==> src/cbsr_defines.vh <==
// Constants for the clock buffer SMBus configuration register bank.
// Assumes inclusion by bare name from the design files of the block that use its constants.
`ifndef CBSR_DEFINES_VH
`define CBSR_DEFINES_VH

// ==========================================================================
// Register indices.
`define CBSR_IDX_EN_SWING   8'h01
`define CBSR_IDX_EDGE_0_3   8'h02
`define CBSR_IDX_EDGE_4     8'h03
`define CBSR_IDX_RSVD_ONES  8'h04
`define CBSR_IDX_REV_MAKER  8'h05
`define CBSR_IDX_PART       8'h06
`define CBSR_IDX_RB_LEN     8'h07

// ==========================================================================
// Reset values and masks of writable bytes (mask marks read/write bits), and fixed read values.
`define CBSR_RST_EN_SWING   8'h6c
`define CBSR_MSK_EN_SWING   8'h23
`define CBSR_RST_EDGE_0_3   8'hff
`define CBSR_MSK_EDGE_0_3   8'h6a
`define CBSR_RST_EDGE_4     8'h01
`define CBSR_MSK_EDGE_4     8'h01
`define CBSR_RST_RB_LEN     8'h08
`define CBSR_MSK_RB_LEN     8'h1f
`define CBSR_RSVD_VALUE     8'hff
`define CBSR_UNMAPPED_VALUE 8'h00

// ==========================================================================
// Field positions.
`define CBSR_BIT_OUT4_EN    5
`define CBSR_SWING_HI       1
`define CBSR_SWING_LO       0
`define CBSR_BIT_EDGE0      1
`define CBSR_BIT_EDGE1      3
`define CBSR_BIT_EDGE2      5
`define CBSR_BIT_EDGE3      6
`define CBSR_BIT_EDGE4      0

// ==========================================================================
// SMBus address prefix; the select pin picks one of three tails.
`define CBSR_ADDR_SEL_LOW   7'h6b
`define CBSR_ADDR_SEL_MID   7'h6c
`define CBSR_ADDR_SEL_HIGH  7'h6d

`endif

==> src/cbsr_sync2.v <==
// Two-flop synchroniser for one level from outside the core clock domain.
// Assumes the input may change at any time relative to core_clk.
`timescale 1ns/1ps

module cbsr_sync2 #(
  parameter RESET_VALUE = 1'b1
) (
  // Clock and reset.
  input  wire core_clk,
  input  wire reset,
  // Level in and out.
  input  wire async_in,
  output reg  sync_out
);

  // First stage, read only by the second stage.
  reg meta_reg;

  // Two flops in series; the output stage alone is seen by logic.
  always @(posedge core_clk) begin
    if (reset) begin
      meta_reg <= RESET_VALUE;
      sync_out <= RESET_VALUE;
    end else begin
      meta_reg <= async_in;
      sync_out <= meta_reg;
    end
  end

endmodule // cbsr_sync2

==> src/cbsr_regfile.v <==
// Register storage of the configuration bank with a registered read port.
// Assumes single-cycle write strobes from the SMBus engine on core_clk.
`timescale 1ns/1ps
`include "cbsr_defines.vh"

module cbsr_regfile (
  // Clock and reset.
  input  wire       core_clk,
  input  wire       reset,
  // Write port.
  input  wire       wr_en,
  input  wire [7:0] wr_idx,
  input  wire [7:0] wr_data,
  // Read port, data valid the cycle after the index.
  input  wire [7:0] rd_idx,
  output reg  [7:0] rd_data,
  // Fixed identity values.
  input  wire [7:0] id_rev_maker,
  input  wire [7:0] id_part,
  // Stored configuration.
  output reg  [7:0] en_swing_reg,
  output reg  [7:0] edge_0_3_reg,
  output reg  [7:0] edge_4_reg,
  output reg  [7:0] rb_len_reg
);

  // Writable bytes merge new data only at read/write bit positions.
  always @(posedge core_clk) begin
    if (reset) begin
      en_swing_reg <= `CBSR_RST_EN_SWING;
      edge_0_3_reg <= `CBSR_RST_EDGE_0_3;
      edge_4_reg   <= `CBSR_RST_EDGE_4;
      rb_len_reg   <= `CBSR_RST_RB_LEN;
    end else if (wr_en) begin
      case (wr_idx)
        `CBSR_IDX_EN_SWING: begin
          en_swing_reg <= (en_swing_reg & ~`CBSR_MSK_EN_SWING) | (wr_data & `CBSR_MSK_EN_SWING);
        end
        `CBSR_IDX_EDGE_0_3: begin
          edge_0_3_reg <= (edge_0_3_reg & ~`CBSR_MSK_EDGE_0_3) | (wr_data & `CBSR_MSK_EDGE_0_3);
        end
        `CBSR_IDX_EDGE_4: begin
          edge_4_reg <= (edge_4_reg & ~`CBSR_MSK_EDGE_4) | (wr_data & `CBSR_MSK_EDGE_4);
        end
        `CBSR_IDX_RB_LEN: begin
          rb_len_reg <= (rb_len_reg & ~`CBSR_MSK_RB_LEN) | (wr_data & `CBSR_MSK_RB_LEN);
        end
        // Identity, reserved and unmapped bytes ignore writes.
        default: begin
          rb_len_reg <= rb_len_reg;
        end
      endcase
    end
  end

  // Registered read mux.
  always @(posedge core_clk) begin
    if (reset) begin
      rd_data <= `CBSR_UNMAPPED_VALUE;
    end else begin
      case (rd_idx)
        `CBSR_IDX_EN_SWING:  rd_data <= en_swing_reg;
        `CBSR_IDX_EDGE_0_3:  rd_data <= edge_0_3_reg;
        `CBSR_IDX_EDGE_4:    rd_data <= edge_4_reg;
        `CBSR_IDX_RSVD_ONES: rd_data <= `CBSR_RSVD_VALUE;
        `CBSR_IDX_REV_MAKER: rd_data <= id_rev_maker;
        `CBSR_IDX_PART:      rd_data <= id_part;
        `CBSR_IDX_RB_LEN:    rd_data <= rb_len_reg;
        default:             rd_data <= `CBSR_UNMAPPED_VALUE;
      endcase
    end
  end

endmodule // cbsr_regfile

==> src/cbsr_top.v <==
// SMBus slave and configuration register bank of a differential clock buffer.
// Assumes SMBus clock and data arrive as asynchronous pins with open drain data,
// and that the SMBus clock is at least eight times slower than core_clk.
//
// Summary of operation
// - Cleared enable bit forces output pair low.
// - Byte 1 bits 1:0 choose output swing.
// - Per-output edge speed bits, default fast.
// - Byte 4 always reads all ones.
// - Byte 5 read-only revision and maker code.
// - Byte 6 read-only class and part number.
// - Output 4 enable in byte 1 bit 5.
// - Block read returns count then data.
// - Slave address latched from select pin.
`timescale 1ns/1ps
`include "cbsr_defines.vh"

module cbsr_top #(
  parameter [3:0] SILICON_REV = 4'h3,  // Arbitrary value.
  parameter [3:0] MAKER_CODE  = 4'h9,  // Arbitrary value.
  parameter [1:0] PART_CLASS  = 2'h2,  // Arbitrary value.
  parameter [5:0] PART_NUMBER = 6'h2a  // Arbitrary value.
) (
  // Clock and reset.
  input  wire       core_clk,
  input  wire       reset,
  // SMBus pins.
  input  wire       smb_clk_in,
  input  wire       smb_data_in,
  output reg        smb_data_out,
  output reg        smb_data_oe,
  // Three-level address select pin, decoded as low, mid, high.
  input  wire       addr_sel_low,
  input  wire       addr_sel_high,
  // Output 4 enable pin, active low.
  input  wire       out4_enable_n,
  // Control to the output stage.
  output reg        out4_drive,
  output reg  [1:0] swing_sel,
  output reg  [4:0] edge_speed
);

  // ========================================================================
  // Protocol states, one-hot.
  localparam [6:0] ST_IDLE  = 7'h01;
  localparam [6:0] ST_ADDR  = 7'h02;
  localparam [6:0] ST_ACK   = 7'h04;
  localparam [6:0] ST_RXB   = 7'h08;
  localparam [6:0] ST_TXB   = 7'h10;
  localparam [6:0] ST_MACK  = 7'h20;
  localparam [6:0] ST_WAIT  = 7'h40;

  // Byte phase of a transaction.
  localparam [1:0] PH_INDEX = 2'h0;
  localparam [1:0] PH_COUNT = 2'h1;
  localparam [1:0] PH_DATA  = 2'h2;

  // ========================================================================
  // Synchronised pins.
  wire       scl_s;           // SMBus clock after two flops.
  wire       sda_s;           // SMBus data after two flops.
  wire       sel_low_s;       // Address select low after two flops.
  wire       sel_high_s;      // Address select high after two flops.
  wire       oe4_n_s;         // Output 4 enable pin after two flops.

  cbsr_sync2 #(.RESET_VALUE(1'b1)) u_sync_scl (
    .core_clk (core_clk), .reset (reset), .async_in (smb_clk_in), .sync_out (scl_s));
  cbsr_sync2 #(.RESET_VALUE(1'b1)) u_sync_sda (
    .core_clk (core_clk), .reset (reset), .async_in (smb_data_in), .sync_out (sda_s));
  cbsr_sync2 #(.RESET_VALUE(1'b0)) u_sync_sl (
    .core_clk (core_clk), .reset (reset), .async_in (addr_sel_low), .sync_out (sel_low_s));
  cbsr_sync2 #(.RESET_VALUE(1'b0)) u_sync_sh (
    .core_clk (core_clk), .reset (reset), .async_in (addr_sel_high), .sync_out (sel_high_s));
  cbsr_sync2 #(.RESET_VALUE(1'b1)) u_sync_oe (
    .core_clk (core_clk), .reset (reset), .async_in (out4_enable_n), .sync_out (oe4_n_s));

  // ========================================================================
  // Edge and condition detection on the synchronised bus.
  reg        scl_d_reg;       // Previous SMBus clock sample.
  reg        sda_d_reg;       // Previous SMBus data sample.
  wire       scl_rise = scl_s & ~scl_d_reg;
  wire       scl_fall = ~scl_s & scl_d_reg;
  wire       start_c  = scl_s & scl_d_reg & sda_d_reg & ~sda_s;
  wire       stop_c   = scl_s & scl_d_reg & ~sda_d_reg & sda_s;

  always @(posedge core_clk) begin
    if (reset) begin
      scl_d_reg <= 1'b1;
      sda_d_reg <= 1'b1;
    end else begin
      scl_d_reg <= scl_s;
      sda_d_reg <= sda_s;
    end
  end

  // ========================================================================
  // Slave address captured once after reset release.
  reg        addr_caught_reg; // Address has been latched.
  reg  [6:0] slave_addr_reg;  // Latched slave address.
  reg  [1:0] sel_fill_reg;    // Marks shifted in while the synchronisers refill.

  // The synchronisers still show their reset level for two edges after release, so the
  // pin is sampled once, only when a mark has reached the top of sel_fill_reg.
  always @(posedge core_clk) begin
    if (reset) begin
      addr_caught_reg <= 1'b0;
      slave_addr_reg  <= `CBSR_ADDR_SEL_MID;
      sel_fill_reg    <= 2'h0;
    end else begin
      sel_fill_reg <= {sel_fill_reg[0], 1'b1};
      if (!addr_caught_reg && sel_fill_reg[1]) begin
        addr_caught_reg <= 1'b1;
        if (sel_low_s) begin
          slave_addr_reg <= `CBSR_ADDR_SEL_LOW;
        end else if (sel_high_s) begin
          slave_addr_reg <= `CBSR_ADDR_SEL_HIGH;
        end else begin
          slave_addr_reg <= `CBSR_ADDR_SEL_MID;
        end
      end
    end
  end

  // ========================================================================
  // Protocol engine state.
  reg  [6:0] state_reg;       // Current protocol state.
  reg  [2:0] bit_cnt_reg;     // Bit position within a byte.
  reg  [7:0] shift_reg;       // Receive or transmit shift register.
  reg  [1:0] phase_reg;       // Which byte of the write is expected.
  reg        is_read_reg;     // Current addressed phase is a read.
  reg  [7:0] index_reg;       // Current register index.
  reg  [7:0] remain_reg;      // Data bytes left in the transfer.
  reg        first_tx_reg;    // Byte now being transmitted is the count.
  reg        wr_en_reg;       // Write strobe to the register file.
  reg        nack_mode_reg;   // Next read byte is to be loaded in ST_WAIT.
  wire [7:0] rd_data;         // Registered read data.
  wire [7:0] en_swing_reg;
  wire [7:0] edge_0_3_reg;
  wire [7:0] edge_4_reg;
  wire [7:0] rb_len_reg;

  cbsr_regfile u_regs (
    .core_clk     (core_clk),
    .reset        (reset),
    .wr_en        (wr_en_reg),
    .wr_idx       (index_reg),
    .wr_data      (shift_reg),
    .rd_idx       (index_reg),
    .rd_data      (rd_data),
    .id_rev_maker ({SILICON_REV, MAKER_CODE}),
    .id_part      ({PART_CLASS, PART_NUMBER}),
    .en_swing_reg (en_swing_reg),
    .edge_0_3_reg (edge_0_3_reg),
    .edge_4_reg   (edge_4_reg),
    .rb_len_reg   (rb_len_reg)
  );

  // Bit-level engine: samples data on clock rise, drives data after clock fall.
  always @(posedge core_clk) begin
    if (reset) begin
      state_reg     <= ST_IDLE;
      bit_cnt_reg   <= 3'h7;
      shift_reg     <= 8'h00;
      phase_reg     <= PH_INDEX;
      is_read_reg   <= 1'b0;
      index_reg     <= 8'h00;
      remain_reg    <= 8'h00;
      first_tx_reg  <= 1'b0;
      wr_en_reg     <= 1'b0;
      nack_mode_reg <= 1'b0;
      smb_data_out  <= 1'b1;
      smb_data_oe   <= 1'b0;
    end else begin
      wr_en_reg <= 1'b0;
      if (stop_c) begin
        // Stop frees the bus in any state.
        state_reg   <= ST_IDLE;
        smb_data_oe <= 1'b0;
      end else if (start_c) begin
        // Start or repeated start; the index is kept across a repeated start.
        state_reg   <= ST_ADDR;
        bit_cnt_reg <= 3'h7;
        smb_data_oe <= 1'b0;
      end else begin
        case (state_reg)
          ST_IDLE: begin
            smb_data_oe <= 1'b0;
          end
          // Shift in address or a received byte.
          ST_ADDR, ST_RXB: begin
            if (scl_rise) begin
              shift_reg   <= {shift_reg[6:0], sda_s};
              bit_cnt_reg <= bit_cnt_reg - 3'h1;
              if (bit_cnt_reg == 3'h0) begin
                state_reg <= ST_ACK;
              end
            end
          end
          // Acknowledge phase of a received byte.
          ST_ACK: begin
            if (scl_fall && !smb_data_oe) begin
              if (state_reg == ST_ACK && bit_cnt_reg == 3'h7 && phase_reg != 2'h3) begin
                nack_mode_reg <= 1'b0;
              end
              smb_data_oe  <= 1'b1;
              smb_data_out <= 1'b0;
            end else if (scl_fall && smb_data_oe) begin
              // Ack bit done; decide the next byte.
              smb_data_oe <= 1'b0;
              state_reg   <= ST_RXB;
              if (is_read_reg) begin
                state_reg    <= ST_TXB;
                shift_reg    <= {3'h0, rb_len_reg[4:0]};
                remain_reg   <= {3'h0, rb_len_reg[4:0]};
                first_tx_reg <= 1'b1;
                smb_data_oe  <= 1'b1;
                smb_data_out <= 1'b0;
              end
            end
          end
          // Drive a byte out, MSB first.
          ST_TXB: begin
            if (scl_fall) begin
              if (bit_cnt_reg == 3'h0) begin
                bit_cnt_reg <= 3'h7;
                smb_data_oe <= 1'b0;
                state_reg   <= ST_MACK;
              end else begin
                bit_cnt_reg <= bit_cnt_reg - 3'h1;
                shift_reg   <= {shift_reg[6:0], 1'b0};
              end
            end
            smb_data_oe  <= (scl_fall && bit_cnt_reg == 3'h0) ? 1'b0 : ~shift_reg[7];
            smb_data_out <= 1'b0;
          end
          // Host acknowledges; a not-acknowledge ends the read.
          ST_MACK: begin
            if (scl_rise) begin
              if (sda_s || remain_reg == 8'h00) begin
                state_reg <= ST_WAIT;
              end else begin
                state_reg <= ST_WAIT;
                if (!first_tx_reg) begin
                  index_reg <= index_reg + 8'h01;
                end
                first_tx_reg <= 1'b0;
                remain_reg   <= remain_reg - 8'h01;
                shift_reg    <= 8'h00;
                phase_reg    <= PH_DATA;
                is_read_reg  <= 1'b1;
                nack_mode_reg <= 1'b1;
              end
            end
          end
          // Load read data registered one cycle after the index moved.
          ST_WAIT: begin
            if (nack_mode_reg && scl_fall) begin
              nack_mode_reg <= 1'b0;
              shift_reg     <= rd_data;
              state_reg     <= ST_TXB;
              smb_data_oe   <= ~rd_data[7];
              smb_data_out  <= 1'b0;
            end else if (!nack_mode_reg) begin
              smb_data_oe <= 1'b0;
            end
          end
          default: begin
            state_reg <= ST_IDLE;
          end
        endcase
        // Byte completion for address and written bytes.
        if ((state_reg == ST_ADDR || state_reg == ST_RXB) && scl_rise && bit_cnt_reg == 3'h0) begin
          if (state_reg == ST_ADDR) begin
            if (shift_reg[6:0] != slave_addr_reg) begin
              state_reg <= ST_IDLE;                // Not our address; ignore.
            end else begin
              is_read_reg <= sda_s;
              phase_reg   <= PH_INDEX;
            end
          end else begin
            case (phase_reg)
              PH_INDEX: begin
                index_reg <= {shift_reg[6:0], sda_s};
                phase_reg <= PH_COUNT;
              end
              PH_COUNT: begin
                remain_reg <= {shift_reg[6:0], sda_s};
                phase_reg  <= PH_DATA;
              end
              PH_DATA: begin
                if (remain_reg != 8'h00) begin
                  wr_en_reg  <= 1'b1;
                  remain_reg <= remain_reg - 8'h01;
                end
              end
              default: begin
                phase_reg <= PH_DATA;
              end
            endcase
          end
        end
        // Index advances after each written data byte.
        if (wr_en_reg) begin
          index_reg <= index_reg + 8'h01;
          shift_reg <= 8'h00;
        end
      end
    end
  end

  // ========================================================================
  // Output control, registered from configuration and the enable pin.
  always @(posedge core_clk) begin
    if (reset) begin
      out4_drive <= 1'b0;
      swing_sel  <= 2'h0;
      edge_speed <= 5'h1f;
    end else begin
      out4_drive <= en_swing_reg[`CBSR_BIT_OUT4_EN] & ~oe4_n_s;
      swing_sel  <= en_swing_reg[`CBSR_SWING_HI:`CBSR_SWING_LO];
      edge_speed <= {edge_4_reg[`CBSR_BIT_EDGE4], edge_0_3_reg[`CBSR_BIT_EDGE3],
                     edge_0_3_reg[`CBSR_BIT_EDGE2], edge_0_3_reg[`CBSR_BIT_EDGE1],
                     edge_0_3_reg[`CBSR_BIT_EDGE0]};
    end
  end

endmodule // cbsr_top

==> config.mk <==
export PLATFORM = sky130hd
export DESIGN_NAME = cbsr_top
export DESIGN_NICKNAME = d
export VERILOG_FILES = /design/src/cbsr_sync2.v /design/src/cbsr_regfile.v /design/src/cbsr_top.v
export VERILOG_INCLUDE_DIRS = /design/src /design/src/src
export SDC_FILE = /design/constraint.sdc
export NUM_CORES = 1
export LEC_CHECK = 0
export ABC_AREA = 0
export BUFFER_PORTS_ARGS = -buffer_cell sky130_fd_sc_hd__buf_4
export CAP_MARGIN = 40
export CORE_AREA = 2 2 108 110
export CTS_BUF_LIST = sky130_fd_sc_hd__clkbuf_16
export DETAILED_ROUTE_END_ITERATION = 6
export DIE_AREA = 0 0 110 112
export PLACE_DENSITY = 0.68
export SYNTH_ARGS = -nofsm -noshare
export SYNTH_HDL_FRONTEND = slang
export SYNTH_SLANG_ARGS = --single-unit
==> constraint.sdc <==
create_clock -name core_clk -period 3.4 [get_ports core_clk]
set_clock_uncertainty 0.2 [all_clocks]
set_input_delay 0.17 -clock core_clk [delete_from_list [all_inputs] [get_ports core_clk]]
set_output_delay 0.17 -clock core_clk [all_outputs]
set_load 0.02 [all_outputs]
# Word-level counts from Yosys, hierarchy flattened
# Index checks and enable logic that the tools add are counted.
# totals
reg_bits	112
output_inout_bits	10
# op_classes
muxes	89
n_bitwise	23
addsub	3
n_eq_ne	41
reduce_logical	38
# op_table
op	count
$mux 8	26
$mux 7	11
$pmux 8 s7	1
$pmux 7 s6	1
$pmux 8 s5	1
$ne 3x3->1 const B	12
$eq 8x3->1 const B	4
$pmux 8 s2	2
$mux 1	28
$eq 8x2->1 const B	2
$reduce_and 8->1	2
$mux 3	5
$mux 2	7
$ne 2x2->1 const B	7
$reduce_and 12->1	1
$not 1->1	11
$reduce_and 2->1	5
$logic_and 1x1->1	9
$reduce_bool 3->1	3
$add 8x1->8 const B	1
$and 1x1->1	8
$eq 8x1->1 const B	1
$logic_not 8->1	1
$or 8x1->8	1
38 further kinds	44

# Depth between registers and ports, before layout
# Gate-level depths: netlist of the first run.
# logic_depth
word_depth	10
depth_mapped	10
mapped_depth_nobuf	8

# By module
# Synthesis of the first run repeated with hierarchy kept, for this count alone.
# unflattened
hier_cells	673
area_unflattened_um2	5544.1
# by_module_without_submodules
mod	seq_area_each_um2	instances	cells_per_inst	area_per_inst_um2
cbsr_top	1161.1	1	515	4098.9
cbsr_regfile	420.4	1	138	1182.4
cbsr_sync2	40.0	5	4	52.6

# Least setup slack after synthesis of the first run
# OpenSTA, ideal clock, no wires.
# synth_path
path_kind	register -> register
start	reg remain_reg[0]
end	reg shift_reg[0]
required_time_ns	3.127
setup_ns	0.073
stages_incl_launch_ff	10
arrival_time_ns	2.022
n_path_buf	1
setup_slack_ns	1.105
cell_sequence	dfxtp_1 -> inv_1 -> ha_1 -> nor3b_1 -> and3_1 -> nor2_1 -> o22ai_1 -> or4_4 -> buf_6 -> o211ai_2
# synth_between
elab_chain_cells	4
# synth_lines
element	line	rtl
start: declaration	cbsr_top.v:132	reg [7:0] remain_reg;
start signal: assignment	cbsr_top.v:214	remain_reg <= {3'h0, rb_len_reg[4:0]};
start signal: assignment	cbsr_top.v:247	remain_reg <= remain_reg - 8'h01;
start signal: assignment	cbsr_top.v:287	remain_reg <= {shift_reg[6:0], sda_s};
$logic_not 8->1	cbsr_top.v:239	if (sda_s || remain_reg == 8'h00) begin
$logic_or 1x1->1	cbsr_top.v:239	
$ne 3x3->1 (no line)	-	
$reduce_and 12->1 (no line)	-	
end signal: assignment	cbsr_top.v:213	shift_reg <= {3'h0, rb_len_reg[4:0]};
end signal: assignment	cbsr_top.v:230	shift_reg <= {shift_reg[6:0], 1'b0};
end signal: assignment	cbsr_top.v:259	shift_reg <= rd_data;
end: declaration	cbsr_top.v:128	reg [7:0] shift_reg;
# No other way between the ends.
# A chain may end at the register's enable or synchronous reset.

# Final worst setup path of the first run
# layout_path
start	reg state_reg[1]
end	reg index_reg[1]
# layout_between
elab_chain_cells	6
elab_cells_between_ends	11
cone_classes	eq/ne (3); mux (5); reduce/logical (3)
# layout_lines
element	line	rtl
start: declaration	cbsr_top.v:126	reg [6:0] state_reg;
start signal: assignment	cbsr_top.v:161	state_reg <= ST_IDLE;
start signal: assignment	cbsr_top.v:177	state_reg <= ST_IDLE;
start signal: assignment	cbsr_top.v:181	state_reg <= ST_ADDR;
$eq 7x6->1, or another cell as far along	cbsr_top.v:185	case (state_reg)
$mux 8 / $logic_or 1x1->1 (equally long branches)	cbsr_top.v:185, cbsr_top.v:272	
$mux 8 / $logic_and 1x1->1 (equally long branches)	cbsr_top.v:281, cbsr_top.v:272	
$mux 8 / $logic_and 1x1->1 (equally long branches)	cbsr_top.v:273, cbsr_top.v:272	
$mux 8 *	cbsr_top.v:272	if ((state_reg == ST_ADDR || state_reg == ST_RXB) && scl_rise && bit_cnt_reg == 3'h0) begin
$mux 8 *	cbsr_top.v:303	if (wr_en_reg) begin
end signal: assignment	cbsr_top.v:244	index_reg <= index_reg + 8'h01;
end signal: assignment	cbsr_top.v:283	index_reg <= {shift_reg[6:0], sda_s};
end signal: assignment	cbsr_top.v:304	index_reg <= index_reg + 8'h01;
end: declaration	cbsr_top.v:131	reg [7:0] index_reg;
# Every way passes the cells marked *; elsewhere a longest branch is shown, timed or not.

==> metrics.md, run 1 <==
| Metric | Value |
|---|---|
| Total grt overflow | `0` |
| Syn-to-layout area delta | `11.0%` |
| CTS tree | `built` |
| Total wire length | `~14 mm` |
| RSZ-0062 raised after global routing | `no` |
| DRT antenna net count | `0` |
| FF/Latch Area | `about 0.0018 sq mm` |
| Setup TNS | `0 ns` |
| Setup Viol. Count Final | `0` |
| Die Ht | `approximately 110 um` |
| Initial antenna violation count | `0` |
| Place WS | `between 0.7 and 0.8 ns` |
| Drc violations | `0` |
| PwrDens | `420 mW/mm^2` |
| Top post-synthesis cells by area | `dfxtp_1, a21oi_1, nand2_1, nor2_1, o21ai_0` |
| Initial Utilization | `between 40 and 50%` |
| TritonRoute pass-1 iters | `5` |
| Vias/cell | `6.09` |
| Peak Freq | `roughly 370 MHz` |
| Number of distinct library cells after synthesis | `76` |
| Inserted Clock Buffers | `9` |
| Synth Area per Inst | `about 8 sq um` |
| Buffer count from post-CTS setup fixing | `0` |
| Total number of vias | `4570` |
| Status | `finished, final reports clean` |
| PortBufs | `16` |
| Antenna fix cells | `0` |
| CTS max path bufs | `2` |
| Share of the synthesized area in the top cell type | `36.4%` |
| Iter 0 DRT Violations | `between 400 and 500` |
| Sequential share of the synthesized area | `between 30 and 40%` |
| Row cnt | `39` |
| Die W | `approximately 110 um` |
| Die area | `between 0.01 and 0.015 sq mm` |
| Main flop type after synthesis | `dfxtp_1` |
| Final hold violation count | `0` |
| Ys Warns | `0` |
| Clk root buf | `clkbuf_16` |
| Crit. End Element | `flip-flop` |
| Gpl congestion | `0.945` |
| Worst Slack Setup Final | `approximately 0.68 ns` |
| Hold_ws | `around 0.2 ns` |
| Area occupied by multi-input gates | `roughly 0.0028 sq mm` |
| Largest net degree at the start of global routing | `35` |
| Post-Syn Instances | `600` |
| #FFs+latches synth | `89` |
| Worst min path class | `flip-flop to flip-flop` |
| EDFF count, synth | `0` |
| Area of the core | `about 0.011 sq mm` |
| Synthesized cell area | `between 0.004 and 0.005 sq mm` |
| CP startpoint kind | `flip-flop` |
| Slew margin rel. | `41.2%` |
| Clk sinks | `a little under 90` |
| CTS H-Tree Depth | `3` |
| Number of global-route vias before repair | `roughly 4300` |
| Synth area leader | `dfxtp_1` |
| Fraction of layout cells with a size suffix above 1 | `about 12%` |
| Tightest Pin Transition | `roughly 0.88 ns` |
| Filler cell count | `between 1000 and 1500` |
| Top Ports | `17` |
| CTS clk-pin slew, worst paths | `about 0.08 ns` |
| Crit Path Max Fanout | `12` |
| Leak | `between 1.5 and 2 nW` |
| First-pass GRT wire length | `roughly 23 mm` |
| Max VDD drop | `approximately 0.00032 V` |
| CP required | `3.46 ns` |
| Net count, final | `around 620` |
| Post-synth ARST share | `0%` |
| Max-cap violations | `0` |
| Tot GR Track Use | `~24%` |
| Tmin final | `2.72 ns` |
| Final Max Slew Viols | `0` |
| Net Count, Synth | `620` |
| Worst-skew pair later-pin latency | `between 0.3 and 0.4 ns` |
| Fin crit share | `approximately four fifths` |
| Detailed Place HPWL | `9.81 mm` |
| CP Class | `flip-flop to flip-flop` |
| Avg WL per Cell | `18.9 um` |
| Arrival @ worst endpoint | `~2.8 ns` |
## logic make-up after synthesis
family	share of synthesized area [%]
buffers and inverters	5.63
XOR/XNOR	3.58
AND/OR/NAND/NOR	25.5
flip-flops	36.4
AO/OA/AOI/OAI	24.9
multiplexers	0.614
adder cells (fa/ha/maj)	3.33
## power breakdown
part / internal, W / total, W / switching (W)
clock: 0.000584 / 0.00105 / 0.000465
combinational: 0.0000645 / 0.000156 / 0.0000918
sequential: 0.00106 / 0.00107 / 0.0000163
total: 0.00171 / 0.00228 / 0.000573
## cell usage in the layout, fill, tap and decap left out, types with 12 or more instances in the layout
cell	netlist	layout
buf_4	2	24
a21oi_1	44	44
nand3_1	19	19
o21ai_0	38	38
nor3_1	18	18
xnor2_1	15	15
nand2b_1	12	12
inv_1	23	23
ha_1	13	13
nor2_1	51	51
dfxtp_1	89	89
or2_2	15	15
nand2_1	51	51
## final timing paths
kind	to	cells after the start	start	slack [ns]
worst max register to register	index_reg[1]$_SDFFE_PP0P_	6	state_reg[1]$_SDFF_PP0_	0.68
worst min register to register	u_sync_sda.sync_out$_SDFF_PP1_	1	u_sync_sda.meta_reg$_SDFF_PP1_	0.20
worst max-delay path	index_reg[1]$_SDFFE_PP0P_	6	state_reg[1]$_SDFF_PP0_	0.68
worst min-delay path	u_sync_sda.sync_out$_SDFF_PP1_	1	u_sync_sda.meta_reg$_SDFF_PP1_	0.20
## cell type report
class                           count  area share, %
Timing Repair Buffer               30           4.42
Sequential cell                    89           32.8
Multi-Input combinational cell    449           52.2
Inverter                           23           1.59
Tap cell                          143           3.30
Clock buffer                        9           4.15
Clock inverter                      7           1.52
## timing repair
action,4_1_cts,5_1_grt
hold buffers,6,0
endpoints found under the hold margin,16,0
gates resized for setup,0,0
## stage by stage
stage                     power [W]  instance area [sq um]  util, %  cells
after floorplan             0.00120                   4890        -    600
after global placement      0.00124                   5060     45.3    728
after detailed placement    0.00125                   5060     45.3    728
after CTS                   0.00228                   5430     48.6    750
after global routing        0.00235                   5430     48.6    750
final                       0.00228                   5430     48.6    750
## cells in the mapped netlist, types with 6 or more instances
library cell and count:
a211oi_1 8, a21oi_1 44, a221oi_1 6, a222oi_1 6
a22oi_1 7, a31oi_1 6, and3_1 11, buf_2 9
clkbuf_1 21, dfxtp_1 89, ha_1 13, inv_1 23
nand2_1 51, nand2b_1 12, nand3_1 19, nor2_1 51
nor2b_1 11, nor3_1 18, nor3b_1 6, nor4_1 10
o211ai_1 8, o21ai_0 38, o22ai_1 11, or2_2 15
xnor2_1 15
## routing by layer
| metal | track usage (%) | up-vias | part of all wire [%] |
|---|---|---|---|
| met5 | 0 | - | 0 |
| met2 | 38.0 | 200 | 46 |
| met4 | 10.6 | 0 | 3.5 |
| met3 | 3.98 | 37 | 6.9 |
| li1 | - | 2199 | - |
| met1 | 32.4 | 2134 | 44 |
## worst max-delay path, cell delays in order (launching register included)
cell,delay (ns)
dfxtp_1,0.64
or4b_1,0.55
and3_1,0.28
nand3_1,0.35
nor2_1,0.07
a211o_1,0.30
a221oi_2,0.22
Power figures use the tool's default switching activity.
==> run 2, diff against run 1 <==
==> constraint.sdc (replaced) <==
create_clock -name core_clk -period 2.7 [get_ports core_clk]
set_clock_uncertainty 0.2 [all_clocks]
set_input_delay 0.135 -clock core_clk [delete_from_list [all_inputs] [get_ports core_clk]]
set_output_delay 0.135 -clock core_clk [all_outputs]
set_load 0.02 [all_outputs]
==> run 2 against run 1 <==
Net effect: sequential share of layout area fell by 0.42 points; fmax rose by 4.9%; largest cell class unchanged; power rose by 24%; setup slack got worse by 0.57 ns; via count rose by 3.3%; utilization rose by 0.63 points; wire length rose by 1.9%; critical path depth fell by 1; clock power rose by 22%; first-iteration DRC count fell by 9.1%; cell area rose by 1.3%.
==> metrics.md, run 2 (same netlist as run 1, synthesis figures left out) <==
| Metric | Value |
|---|---|
| Detailed Place HPWL | `10.2 mm` |
| Tot GR Track Use | `between 20% and 30%` |
| Clk root buf | `clkbuf_16` |
| Max-cap violations | `0` |
| Setup Viol. Count Final | `0` |
| Buffer count from post-CTS setup fixing | `0` |
| DP Cell Count | `about 740` |
| CP Class | `flip-flop to flip-flop` |
| CP peak stage delay | `between 0.6 and 0.7 ns` |
| TritonRoute pass-1 iters | `5` |
| Top Ports | `17` |
| Worst Slack Setup Final | `between 0.1 and 0.15 ns` |
| First-pass GRT wire length | `~23 mm` |
| Peak Freq | `just under 400 MHz` |
| Clk sinks | `89` |
| Initial antenna violation count | `0` |
| Die Ht | `roughly 110 um` |
| Worst min path class | `input pin to flip-flop` |
| Final Core Density | `between 40 and 50%` |
| CP startpoint kind | `flip-flop` |
| Final hold violation count | `0` |
| Cell Chain, Critical Path | `or4b_1, nor4_1, nor3b_1, nor3_1, a311oi_1` |
| Setup TNS | `0 ns` |
| CTS tree | `built` |
| Number of global-route vias before repair | `around 4500` |
| Post-placement cell area | `around 0.005 sq mm` |
| Largest delay contributor family on the critical path | `simple AND/OR/NAND/NOR gates` |
| Initial Utilization | `between 40% and 50%` |
| Total number of vias | `roughly 4700` |
| Leading cell type in the layout, fill and taps excluded | `dfxtp_1` |
| Syn-to-layout area delta | `12.4%` |
| Area of the core | `around 0.011 sq mm` |
| Die area | `around 0.012 sq mm` |
| CTS max path bufs | `2` |
| Net count, final | `approximately 630` |
| CTS clk-pin slew, worst paths | `about 0.070 ns` |
| Leak | `1.99 nW` |
| Arrival @ worst endpoint | `roughly 2.6 ns` |
| PwrDens | `between 500 and 600 mW/mm^2` |
| Final Instance Count excl. Fillers | `between 700 and 800` |
| Worst-skew pair later-pin latency | `0.35 ns` |
| Tightest Pin Transition | `about 0.8 ns` |
| Vias/cell | `roughly 6.2` |
| Drc violations | `0` |
| Crit Path Max Fanout | `10` |
| Most frequent cells in the layout | `dfxtp_1, nor2_1, nand2_1` |
| Slew margin rel. | `between 40% and 50%` |
| Max VDD drop | `~0.00033 V` |
| Final Max Slew Viols | `0` |
| Avg WL per Cell | `roughly 19 um` |
| Total wire length | `14.5 mm` |
| Crit. End Element | `flip-flop` |
| Iter 0 DRT Violations | `around 370` |
| Row cnt | `39` |
| PortBufs | `16` |
| Worst path slowest cell | `dfxtp_1` |
| Status | `finished, final reports clean` |
| DRT antenna net count | `0` |
| Gpl congestion | `slightly below 1` |
| Total grt overflow | `0` |
| Fin area | `0.00550 sq mm` |
| CTS H-Tree Depth | `3` |
| Inserted Clock Buffers | `9` |
| Die W | `around 110 um` |
| Worst reg2reg setup slack | `around 0.11 ns` |
| Largest net degree at the start of global routing | `a little over 50` |
| Buf+Inv Stages, Crit Path | `0` |
| CP required | `approximately 2.8 ns` |
| Fraction of layout cells with a size suffix above 1 | `13.5%` |
| Antenna fix cells | `0` |
| Tmin final | `roughly 2.6 ns` |
| Place WS | `between 0.1 and 0.15 ns` |
| Fin crit share | `95.9%` |
## run 2: changes by cell type in the layout (fill, tap and decap cells not counted), sizes merged
cell and change:
bufinv -1, clkinv +1, buf +10, dlygate4sd3 -1
## run 2: area by class of cell
class | count | area [sq um]
Clock buffer | 9 | 225
Clock inverter | 7 | 78.8
Fill cell | 1073 | 5680
Inverter | 23 | 86.3
Multi-Input combinational cell | 449 | 2840
Sequential cell | 89 | 1780
Tap cell | 143 | 179
Timing Repair Buffer | 39 | 305
## run 2: path summary, 6_finish.rpt
kind | cells past startpoint | from | to
setup / recovery | 5 | state_reg[1]$_SDFF_PP0_ | is_read_reg$_SDFFE_PP0P_
hold / removal | 2 | reset | u_regs.rb_len_reg[4]$_SDFFE_PP0P_
setup reg to reg | 5 | state_reg[1]$_SDFF_PP0_ | is_read_reg$_SDFFE_PP0P_
hold reg to reg | 1 | u_sync_scl.meta_reg$_SDFF_PP1_ | u_sync_scl.sync_out$_SDFF_PP1_
## run 2: where the power goes
group / switching (W) / total [W] / internal (W)
combinational: 0.000119 / 0.000205 / 0.0000857
sequential: 0.0000197 / 0.00135 / 0.00133
clock: 0.000616 / 0.00128 / 0.000662
## run 2: metal layers
| layer | track usage (%) | vias to the layer above | share of wire [%] |
|---|---|---|---|
| li1 | - | 2220 | - |
| met1 | 31.6 | 2214 | 42 |
| met2 | 37.5 | 245 | 47 |
| met3 | 3.92 | 42 | 8.1 |
| met4 | 11.6 | 0 | 3.3 |
| met5 | 0 | - | 0 |
## run 2: what timing repair did
action | in CTS | in global routing
hold buffers | 5 | 0
endpoints found under the hold margin | 5 | 0
gates resized for setup | 0 | 2
setup endpoints to repair | 0 | 11
## run 2: metrics by stage
step | total power, W | hold WS (ns)
finish | 0.00283 | 0.0509
global route | 0.00291 | 0.0995
detailed placement | 0.00157 | 0.123
CTS | 0.00284 | 0.0555
floorplan | 0.00152 | 0.0388
global placement | 0.00157 | 0.119
